==> config.mk <==
export PLATFORM = sky130hd
export DESIGN_NAME = spd_sfr_page_decoder
export DESIGN_NICKNAME = d
export VERILOG_FILES = /design/src/spd_pkg.sv /design/src/spd_page_map.sv /design/src/spd_sfr_page_decoder.sv
export SDC_FILE = /design/constraint.sdc
export NUM_CORES = 1
export LEC_CHECK = 0
export BUFFER_PORTS_ARGS = -buffer_cell sky130_fd_sc_hd__clkbuf_2
export CAP_MARGIN = 20
export CELL_PAD_IN_SITES_DETAIL_PLACEMENT = 1
export CELL_PAD_IN_SITES_GLOBAL_PLACEMENT = 2
export CORE_ASPECT_RATIO = 0.8
export CORE_UTILIZATION = 31
export CTS_CLUSTER_DIAMETER = 80
export CTS_CLUSTER_SIZE = 8
export DETAILED_ROUTE_END_ITERATION = 10
export PLACE_DENSITY = 0.8
export RECOVER_POWER = 50
export REMOVE_ABC_BUFFERS = 1
export SLEW_MARGIN = 40
export SYNTH_ARGS = -nofsm -noshare
export SYNTH_HDL_FRONTEND = slang
export SYNTH_SLANG_ARGS = --single-unit
==> constraint.sdc <==
create_clock -name clock -period 4 [get_ports clock]
set_clock_uncertainty 0.1 [all_clocks]
set_input_delay 0.8 -clock clock [delete_from_list [all_inputs] [get_ports clock]]
set_output_delay 0.8 -clock clock [all_outputs]
set_load 0.02 [all_outputs]
==> src/spd_pkg.sv <==
/*
 * constants and carrier types for the special function register page decoder.
 * assumes one system clock and a core that issues one direct access per cycle at most.
 */
package spd_pkg;

    // address window and page register
    localparam logic [7:0] SFR_BASE = 8'h80;
    localparam logic [7:0] PAGE_SEL_ADDR = 8'hBF;
    localparam logic [7:0] PAGE_SEL_RESET = 8'h00;
    localparam int PAGE_COUNT = 256;
    // populated pages
    localparam logic [7:0] PAGE_ZERO = 8'h00;
    localparam logic [7:0] PAGE_F = 8'h0F;
    // low address bits that mark a bit-addressable location
    localparam logic [2:0] BIT_ADDR_LOW = 3'h0;
    // byte write mask
    localparam logic [7:0] FULL_MASK = 8'hFF;
    // locations that hold a separate register per page
    localparam int PAGED_COUNT = 16;
    localparam logic [7:0] PAGED_LOCS [PAGED_COUNT] = '{
        8'h91, 8'h92, 8'h93, 8'h94, 8'h95,
        8'hB9,
        8'hC0, 8'hC1, 8'hC2,
        8'hC8, 8'hCA, 8'hCB, 8'hCC, 8'hCD, 8'hCE, 8'hCF
    };
    localparam logic [7:0] PAGED_LOC_E4 = 8'hE4;

    // one direct access from the core
    typedef struct packed {
        logic valid;      // access present this cycle
        logic write;      // 1 write, 0 read
        logic bitMode;    // bitwise instruction
        logic [2:0] bitIdx;
        logic [7:0] addr;
        logic [7:0] wdata; // byte data, or bit value in bit 0
    } spd_req_t;

    // answer to the core
    typedef struct packed {
        logic ack;        // one-cycle pulse
        logic sfrHit;     // access was claimed as register access
        logic refused;    // bit access to byte-only location
        logic [7:0] rdata;
    } spd_rsp_t;

    // strobe toward the peripherals
    typedef struct packed {
        logic sel;        // one-cycle pulse
        logic write;
        logic bank;       // 0 page-0 or shared register, 1 page-F register
        logic [7:0] addr;
        logic [7:0] wmask;
        logic [7:0] wdata;
    } spd_tgt_t;

    // decode result of one address
    typedef struct packed {
        logic inWindow;
        logic isPageReg;
        logic reachable;
        logic bank;
        logic bitOk;
    } spd_dec_t;

endpackage : spd_pkg

==> src/spd_page_map.sv <==
/*
 * combinational map of one direct address and page to a register target.
 * assumes the page value is the live page register content.
 */
`timescale 1ns/1ns
module spd_page_map
(
    // address and page in
    input wire logic [7:0] addr,
    input wire logic [7:0] page,
    // decode out
    output spd_pkg::spd_dec_t dec
);

    // location carries a distinct register per page
    function automatic logic isPaged(input logic [7:0] a);
        logic hit;
        hit = (a == spd_pkg::PAGED_LOC_E4);
        for (int i = 0; i < spd_pkg::PAGED_COUNT; i++)
        begin
            if (a == spd_pkg::PAGED_LOCS[i])
            begin
                hit = 1'b1;
            end
        end
        return hit;
    endfunction : isPaged

    logic pagePop; // page value is one of the populated two

    // decode the address against the whole 8-bit page
    always_comb
    begin
        pagePop = (page == spd_pkg::PAGE_ZERO) || (page == spd_pkg::PAGE_F);
        dec.inWindow = (addr >= spd_pkg::SFR_BASE);
        dec.isPageReg = dec.inWindow && (addr == spd_pkg::PAGE_SEL_ADDR);
        // page register answers on every page value, others only on populated ones
        dec.reachable = dec.inWindow && (dec.isPageReg || pagePop);
        // shared locations stay in bank 0 whichever page is active
        dec.bank = isPaged(addr) && (page == spd_pkg::PAGE_F);
        dec.bitOk = (addr[2:0] == spd_pkg::BIT_ADDR_LOW);
    end

endmodule : spd_page_map

==> src/spd_sfr_page_decoder.sv <==
/*
 * page-select decoder for the special function register window.
 * holds the page register and routes core direct accesses to peripherals.
 * assumes peripherals return read data combinationally in the strobe cycle.
 */
`timescale 1ns/1ns
module spd_sfr_page_decoder
(
    // clock and reset
    input wire logic clock,
    input wire logic reset,
    // core direct access port
    input spd_pkg::spd_req_t coreReq,
    output spd_pkg::spd_rsp_t coreRsp,
    // peripheral target port
    output spd_pkg::spd_tgt_t tgt,
    input wire logic [7:0] tgtRdata,
    // live page for observation
    output logic [7:0] pageSel
);

    logic [7:0] pageSel_r;        // active page
    spd_pkg::spd_dec_t dec;       // decode of the incoming access
    spd_pkg::spd_tgt_t tgt_r;     // registered strobe
    spd_pkg::spd_rsp_t rsp_r;     // registered answer
    logic pend_r;                 // access taken last cycle, answer due
    logic pendBit_r;              // pending access is a bitwise access
    logic [2:0] pendIdx_r;        // bit index of pending read
    logic pendHit_r;              // pending access reached a peripheral
    logic pendLocal_r;            // pending answer is local, no peripheral
    logic [7:0] pendLocalData_r;  // local read data
    logic pendClaim_r;            // pending access was in window
    logic pendRef_r;              // pending access refused
    logic bitBad;                 // bit access to byte-only location
    logic [7:0] bitMask;          // one-hot mask for bit writes

    spd_page_map u_map
    (
        .addr(coreReq.addr),
        .page(pageSel_r),
        .dec(dec)
    );

    // a bit instruction at a byte-only location is refused, nothing is touched
    always_comb
    begin
        bitBad = coreReq.bitMode && !dec.bitOk;
        bitMask = 8'h01 << coreReq.bitIdx;
    end

    // page register; a write lands at this edge so the next access sees it
    always_ff @(posedge clock)
    begin
        if (reset)
        begin
            pageSel_r <= spd_pkg::PAGE_SEL_RESET;
        end
        else if (coreReq.valid && coreReq.write && dec.isPageReg && !bitBad)
        begin
            pageSel_r <= coreReq.wdata;
        end
    end

    // strobe toward peripherals, one cycle after the request
    always_ff @(posedge clock)
    begin
        if (reset)
        begin
            tgt_r <= '0;
        end
        else
        begin
            tgt_r.sel <= coreReq.valid && dec.reachable && !dec.isPageReg && !bitBad;
            tgt_r.write <= coreReq.write;
            tgt_r.bank <= dec.bank;
            tgt_r.addr <= coreReq.addr;
            // bit writes touch one lane only, value taken from bit 0
            if (coreReq.bitMode)
            begin
                tgt_r.wmask <= bitMask;
                tgt_r.wdata <= {8{coreReq.wdata[0]}};
            end
            else
            begin
                tgt_r.wmask <= spd_pkg::FULL_MASK;
                tgt_r.wdata <= coreReq.wdata;
            end
        end
    end

    // bookkeeping for the answer that follows the strobe
    always_ff @(posedge clock)
    begin
        if (reset)
        begin
            pend_r <= 1'b0;
            pendBit_r <= 1'b0;
            pendIdx_r <= 3'h0;
            pendHit_r <= 1'b0;
            pendLocal_r <= 1'b0;
            pendLocalData_r <= 8'h00;
            pendClaim_r <= 1'b0;
            pendRef_r <= 1'b0;
        end
        else
        begin
            pend_r <= coreReq.valid;
            pendBit_r <= coreReq.bitMode;
            pendIdx_r <= coreReq.bitIdx;
            pendHit_r <= dec.reachable && !dec.isPageReg && !bitBad;
            pendLocal_r <= dec.isPageReg;
            // page value after any write in the same cycle is what a read shows
            pendLocalData_r <= (coreReq.write && !bitBad) ? coreReq.wdata : pageSel_r;
            pendClaim_r <= dec.inWindow;
            pendRef_r <= bitBad;
        end
    end

    // answer to the core; unreached and refused locations read as zero
    always_ff @(posedge clock)
    begin
        if (reset)
        begin
            rsp_r <= '0;
        end
        else
        begin
            rsp_r.ack <= pend_r;
            rsp_r.sfrHit <= pend_r && pendClaim_r;
            rsp_r.refused <= pend_r && pendRef_r;
            if (!pend_r || pendRef_r)
            begin
                rsp_r.rdata <= 8'h00;
            end
            else if (pendLocal_r)
            begin
                rsp_r.rdata <= pendLocalData_r;
            end
            else if (pendHit_r && pendBit_r)
            begin
                // bit read returns the chosen bit in bit 0
                rsp_r.rdata <= {7'h00, tgtRdata[pendIdx_r]};
            end
            else if (pendHit_r)
            begin
                rsp_r.rdata <= tgtRdata;
            end
            else
            begin
                // page with no registers, or below the window
                rsp_r.rdata <= 8'h00;
            end
        end
    end

    assign coreRsp = rsp_r;
    assign tgt = tgt_r;
    assign pageSel = pageSel_r;

endmodule : spd_sfr_page_decoder

==> results of run 1 <==
metal layers:
metal / track usage, % / share of wire, %
met5: 0 / 0
met2: 21.9 / 44
met3: 5.81 / 6.7
met1: 19.8 / 48
met4: 6.82 / 1.2
cell type report:
cell class                 count  area, um^2
inverter                       2        7.51
fill                         826        4100
multi-input combinational    148         966
timing repair buffer          77         363
sequential                    63        1260
clock inverter                 6        61.3
tap                           87         109
clock buffer                  10         128
stage by stage:
stage	instance area, um^2	hold WS, ps
6_report	2900	335
5_1_grt	2900	367
4_1_cts	2930	338
3_5_place_dp	2740	320
3_3_place_gp	2730	330
2_1_floorplan	2240	306
layout by cell type, fill, tap and decap left out, types with 2 or more instances in the layout:
cell type / netlist / final
sky130_fd_sc_hd__nand3b_1: 10 / 10
sky130_fd_sc_hd__clkinv_2: 0 / 3
sky130_fd_sc_hd__a311oi_1: 2 / 2
sky130_fd_sc_hd__dfxtp_1: 63 / 63
sky130_fd_sc_hd__nor2_1: 25 / 25
sky130_fd_sc_hd__and2_0: 0 / 2
sky130_fd_sc_hd__o31a_1: 2 / 2
sky130_fd_sc_hd__mux4_2: 2 / 2
sky130_fd_sc_hd__nor3_1: 2 / 3
sky130_fd_sc_hd__clkbuf_1: 9 / 21
sky130_fd_sc_hd__nand2b_1: 8 / 8
sky130_fd_sc_hd__a21oi_1: 22 / 22
sky130_fd_sc_hd__nand2_1: 17 / 17
sky130_fd_sc_hd__inv_1: 2 / 2
sky130_fd_sc_hd__clkbuf_8: 0 / 9
sky130_fd_sc_hd__clkbuf_2: 0 / 56
sky130_fd_sc_hd__mux2i_1: 18 / 18
sky130_fd_sc_hd__nor2b_1: 21 / 21
state kept, by name, summed over array words and instances, names as in the netlist:
register	cells
pendRef_r	1
pendHit_r	1
pendIdx_r	3
pendClaim_r	1
tgt	27
pend_r	1
pendBit_r	1
pendLocalData_r	8
pageSel	8
pendLocal_r	1
coreRsp	11
logic make-up after synthesis:
kind of cell           after synthesis  share of synthesized area (%)
AND/OR/NAND/NOR                     98                           24.1
AO/OA/AOI/OAI                       30                           8.54
buffers and inverters               14                           2.35
flip-flops                          63                           55.2
multiplexers                        20                           9.85
worst max path at each step:
stage,startpoint,end,slack [ps],cells past startpoint
final,coreReq[19],pendLocalData_r[6],1730,5
after global placement,reset,coreRsp[0],1630,4
after detailed placement,coreReq[19],pendLocalData_r[6],1710,5
after global routing,coreReq[19],pendLocalData_r[1],1580,5
after CTS,coreReq[19],pendLocalData_r[6],2070,5
after floorplan,coreReq[9],pageSel[0],2150,4
power groups by stage:
stage	clock network [W]	registers, W	logic, W
6_report	0.000525	0.000658	0.000120
3_5_place_dp	0	0.000672	0.000124
3_3_place_gp	0	0.000672	0.000122
5_1_grt	0.000578	0.000660	0.000133
4_1_cts	0.000548	0.000658	0.000124
2_1_floorplan	0	0.000692	0.0000415
==> results by group, run 1 <==
Setup path
  • Bufs and invs on worst path: 1
  • Worst R2R End: tgt[26]
  • CP delay by family, top: simple AND/OR/NAND/NOR gates
  • Slowest stage cell on the critical path: sky130_fd_sc_hd__clkbuf_1
  • Endpoint class of the critical path: flop
  • Worst Reg-to-Reg Cells: 4
  • Worst Path Max Fanout: 19
  • Cell-by-cell trace of the critical path: clkbuf_1, nor2b_1, nor2_2, mux2i_1, nor2_1
  • Worst reg2reg startpoint: pageSel[0]
  • CP Launch Type: input port
  • Register-to-register setup slack: roughly 2400 ps
  • Delay of the slowest cell on the worst path: around 560 ps
  • Class of the most critical setup path: in -> reg
  • CP Data Arrival Time: 2370 ps
  • Data required time at the worst endpoint: around 4100 ps

Yosys
  • Yosys warning total: 0
  • Total standard cell area after synthesis: ~2300 um^2
  • Number of enable flip-flop cells after synthesis: 0
  • Syn Inst Count: 225
  • Post-synth top cells: sky130_fd_sc_hd__dfxtp_1, sky130_fd_sc_hd__nor2_1, sky130_fd_sc_hd__a21oi_1
  • Synth Area per Inst: 10.2 um^2
  • Primary FF master, synth: sky130_fd_sc_hd__dfxtp_1
  • Top area cells in the synthesized netlist: sky130_fd_sc_hd__dfxtp_1, sky130_fd_sc_hd__mux2i_1, sky130_fd_sc_hd__nor2b_1, sky130_fd_sc_hd__a21oi_1, sky130_fd_sc_hd__nor2_1
  • Share of synthesized registers carrying an async set or reset: 0%
  • Synth cell types: 33
  • Top cell type's share of synthesized area: approximately 55%
  • Sequential share of the synthesized area: a little under three fifths
  • Library cell occupying the most area in the post-synthesis netlist: sky130_fd_sc_hd__dfxtp_1
  • Post-synthesis register bit count: 63
  • Most instantiated library cell after synthesis: sky130_fd_sc_hd__dfxtp_1

Timing
  • F_max: approximately 0.44 GHz
  • Transition at the pin with the smallest max-transition slack: roughly 760 ps
  • Final setup violation count: 0
  • RSZ-0062 raised after global routing: false
  • Time the worst path needs with I/O delays and setup: 2270 ps
  • Final critical-path setup slack: approximately 1700 ps
  • Sum of negative setup slack: 0 ps
  • Max-slew violation total from the final report: 0
  • Hold Violations, Final: 0
  • Max-Slew Margin vs Limit: 49.3%
  • Final period utilization: ~57%

Layout
  • Antenna diode instance count: 0
  • Fin util: 41.4%
  • Finished Layout Cells: 393
  • Area growth, synth to finish: 26.7%
  • Post-layout net count: 333
  • Layout cells sized above 1: between 20% and 30%

Pwr
  • Worst vdd ir: approximately 190 uV
  • Part of the total power dissipated in the clock network: 40.3%
  • Sw Ratio: approximately a quarter
  • Cell Pwr Density: 450 nW/um^2
  • Static Leakage: 1.27 nW
  • Gate power share: a little under a tenth
  • Proportion of power drawn by flip-flops and latches: between 50% and 60%
  • Power consumption: 0.00130 W
  • Internal Dissipation: around 0.00098 W
  • Switch Pwr: ~0.00032 W

Clock network
  • Total setup buffers inserted after CTS: 0
  • Cts repair resizes: 0
  • Clock H-tree levels: 3
  • Number of buffers created by CTS: 9
  • Clock latency reported for the late side of the worst-skew pair: approximately 330 ps
  • CTS clk-pin slew, worst paths: approximately 70 ps
  • Clock net sink count: 63
  • Root buffer cell: sky130_fd_sc_hd__clkbuf_8
  • Maximum clock path buffer count: 2
  • Post-CTS Hold Fix Bufs: 0
  • TritonCTS clock tree: done

Placement
  • Instance count after placement with tap cells included: between 300 and 400
  • Port-buffer cells: slightly below 80
  • DP Worst Slack: between 1500 and 2000 ps
  • Final HPWL from detailed placement: 3.97 mm
  • GPL Wtd Cong: approximately 0.76

Global routing
  • Pin count of the biggest net entering global routing: 50
  • Number of antenna violations at the first check in global routing: 0
  • First-pass GRT wire length: approximately 9.0 mm
  • Residual overflow from global routing: 0
  • Vias in the first global route: between 1500 and 2000
  • Total global-route track usage: between 15 and 20%

Drt
  • Final wirelength: 5.35 mm
  • Via density per instance: roughly 4.6
  • Number of nets with antenna violations after detailed routing: 0
  • Detailed Route Iter0 Violations: 50
  • DR pass1 iterations: 7
  • DRC violations left: 5
  • Wire per inst: between 10 and 15 um
  • Total number of vias: 1789

Hold path
  • Worst hold path stage count: 1
  • Worst hold path type: reg -> reg
  • Hold Path Origin: pendClaim_r
  • Worst Hold Endpoint: coreRsp[9]

Floorplan
  • IO Pins: 78
  • Area of the core: between 6000 and 7000 um^2
  • Die extent in x: around 98 um
  • Starting utilization of the core area: 32.7%
  • Die boundary height: 78.8 um
  • Std cell rows: 27
  • Die Footprint: 7720 um^2

Status
  • Run status: complete, but fails checks
  • Violated checks: design-rule violations

Run
  • Number of max-cap violations: 0
No activity file was read; power rests on OpenSTA's default activity.
==> run 2: changes to the inputs <==
CORE_UTILIZATION = 26   (was 31)
PLACE_DENSITY = 0.71   (was 0.8)
clock period = 1.9 ns   (was 4 ns; I/O delays follow)
==> run 2 against run 1 <==
Net effect:
- largest cell class unchanged
- first-iteration DRC count is 14% lower
- cell count grew 7.1%
- total power is 100% higher
- the flow now finishes without violations
- core utilization is 7.0 points lower
==> results by group, run 2 (same netlist as run 1, synthesis figures left out) <==
Setup path
  • CP Data Arrival Time: 1710 ps (-660 ps)
  • CP Launch Type: flop
  • Endpoint class of the critical path: flop
  • Class of the most critical setup path: reg -> reg
  • Data required time at the worst endpoint: 2080 ps (-2020 ps)
  • Worst Path Max Fanout: 4 (-15)

Clock network
  • Clock latency reported for the late side of the worst-skew pair: 340 ps (about the same)
  • Clock net sink count: 63 (unchanged)
  • Clock H-tree levels: 3 (unchanged)
  • CTS clk-pin slew, worst paths: 70 ps (about the same)
  • Number of buffers created by CTS: 9 (unchanged)
  • Cts repair resizes: 0 (unchanged)
  • Root buffer cell: sky130_fd_sc_hd__clkbuf_8
  • Post-CTS Hold Fix Bufs: 0 (unchanged)
  • Maximum clock path buffer count: 2 (unchanged)
  • Total setup buffers inserted after CTS: 0 (unchanged)
  • TritonCTS clock tree: done

Hold path
  • Worst hold path type: in -> reg

Pwr
  • Part of the total power dissipated in the clock network: 37.7% (-2.6 points)
  • Worst vdd ir: 274 uV (+45%)
  • Power consumption: 0.00264 W (+100%)
  • Switch Pwr: 0.000703 W (+120%)
  • Internal Dissipation: 0.00194 W (+97%)
  • Gate power share: 9.8% (+0.6 points)
  • Cell Pwr Density: 901 nW/um^2 (+100%)
  • Static Leakage: 1.29 nW (+1.8%)
  • Proportion of power drawn by flip-flops and latches: 52.4% (+1.9 points)
  • Sw Ratio: 26.7% (+1.9 points)

Timing
  • Final setup violation count: 0 (unchanged)
  • Sum of negative setup slack: 0 ps (unchanged)
  • Transition at the pin with the smallest max-transition slack: 732 ps (-29.1 ps)
  • Time the worst path needs with I/O delays and setup: roughly 1500 ps
  • Max-Slew Margin vs Limit: 51.2% (+1.9 points)
  • Final critical-path setup slack: 376 ps (-1350 ps)
  • Final period utilization: roughly 80%
  • Max-slew violation total from the final report: 0 (unchanged)
  • RSZ-0062 raised after global routing: false
  • Hold Violations, Final: 0 (unchanged)
  • F_max: between 0.6 and 0.7 GHz

Floorplan
  • Starting utilization of the core area: 26.8% (-5.9 points)
  • Die extent in x: 107 um (+9.0%)
  • IO Pins: 78 (unchanged)
  • Die boundary height: 85.9 um (+9.0%)
  • Die Footprint: 9170 um^2 (+19%)
  • Std cell rows: 30 (+11%)
  • Area of the core: 8520 um^2 (+22%)

Layout
  • Design area: 2930 um^2 (+1.2%)
  • Leading cell type in the layout, fill and taps excluded: sky130_fd_sc_hd__clkbuf_2
  • Fin util: 34.4% (-7.0 points)
  • Area taken by multi-input logic gates: 971 um^2 (+0.52%)
  • Antenna diode instance count: 0 (unchanged)
  • Area growth, synth to finish: 28.1%
  • Highest-count cells in the layout ignoring fill and taps: sky130_fd_sc_hd__clkbuf_2, sky130_fd_sc_hd__dfxtp_1, sky130_fd_sc_hd__nor2_1
  • Number of flip-flops in the largest register: 27 (unchanged)
  • Sequential cell area: 1260 um^2 (unchanged)
  • Layout cells sized above 1: 27.8% (+2.7 points)
  • Post-layout net count: 336 (+0.90%)
  • Fill cell total of the finished layout: 1003 (+21%)

Global routing
  • Vias in the first global route: 1748 (-2.8%)
  • First-pass GRT wire length: 9.39 mm (+4.1%)
  • Residual overflow from global routing: 0 (unchanged)
  • Number of antenna violations at the first check in global routing: 0 (unchanged)
  • Pin count of the biggest net entering global routing: 37 (-26%)
  • Total global-route track usage: 13.6% (-1.5 points)

Drt
  • DR pass1 iterations: 4 (-3)
  • Detailed Route Iter0 Violations: 43 (-14%)
  • Via density per instance: 4.26 (-6.5%)
  • Wire per inst: 13.5 um (-0.76%)
  • Final wirelength: 5.69 mm (+6.3%)
  • DRC violations left: 0 (-5)
  • Number of nets with antenna violations after detailed routing: 0 (unchanged)
  • Total number of vias: 1792 (+0.17%)

Status
  • Run status: finished clean

Run
  • Number of max-cap violations: 0 (unchanged)

Placement
  • GPL Wtd Cong: 0.757 (about the same)
  • Final HPWL from detailed placement: 4.24 mm (+6.8%)
  • Placed inst area: 2790 um^2 (+1.9%)
  • Port-buffer cells: 77 (unchanged)
  • DP Worst Slack: 153 ps (-1560 ps)
## run 2: critical path: stages, from the launching register on
cell and delay, ps:
sky130_fd_sc_hd__dfxtp_1 340, sky130_fd_sc_hd__nor4_1 410, sky130_fd_sc_hd__nand2_1 160, sky130_fd_sc_hd__a311oi_1 280, sky130_fd_sc_hd__o31a_1 170
## run 2: worst paths after layout
path,from,endpoint,slack [ps],cells after the start
max,pageSel[7],tgt[24],380,4
min,coreReq[15],pendClaim_r,200,2
min reg2reg,pendClaim_r,coreRsp[9],330,1
max reg2reg,pageSel[7],tgt[24],380,4
## run 2: per-layer routing
layer | up-vias | routed length (um) | GRT usage [%]
met3 | 10 | 276 | 4.18
met5 | - | 0 | 0
li1 | 925 | - | -
met2 | 47 | 2410 | 19.7
met1 | 810 | 2890 | 18.2
met4 | 0 | 112 | 6.72
## run 2: per-stage QoR
| stage | hold slack [ps] | std cells |
|---|---|---|
| after floorplan | 306 | 213 |
| after global placement | 321 | 405 |
| after detailed placement | 318 | 405 |
| after CTS | 182 | 421 |
| after global routing | 190 | 421 |
| final | 201 | 421 |
## run 2: power groups by stage
stage                     Sequential (W)  Clock (W)  Combinational [W]
after detailed placement         0.00141          0           0.000268
after CTS                        0.00138    0.00104           0.000268
final                            0.00138   0.000995           0.000260
after floorplan                  0.00146          0          0.0000874
after global routing             0.00139    0.00110           0.000287
after global placement           0.00141          0           0.000266
## run 2: final cells by class
| class | instances | area share [%] |
|---|---|---|
| Tap cell | 112 | 4.78 |
| Inverter | 2 | 0.256 |
| Multi-Input combinational cell | 148 | 33.1 |
| Clock inverter | 6 | 1.28 |
| Sequential cell | 63 | 43.1 |
| Clock buffer | 10 | 4.36 |
| Timing Repair Buffer | 80 | 13.1 |
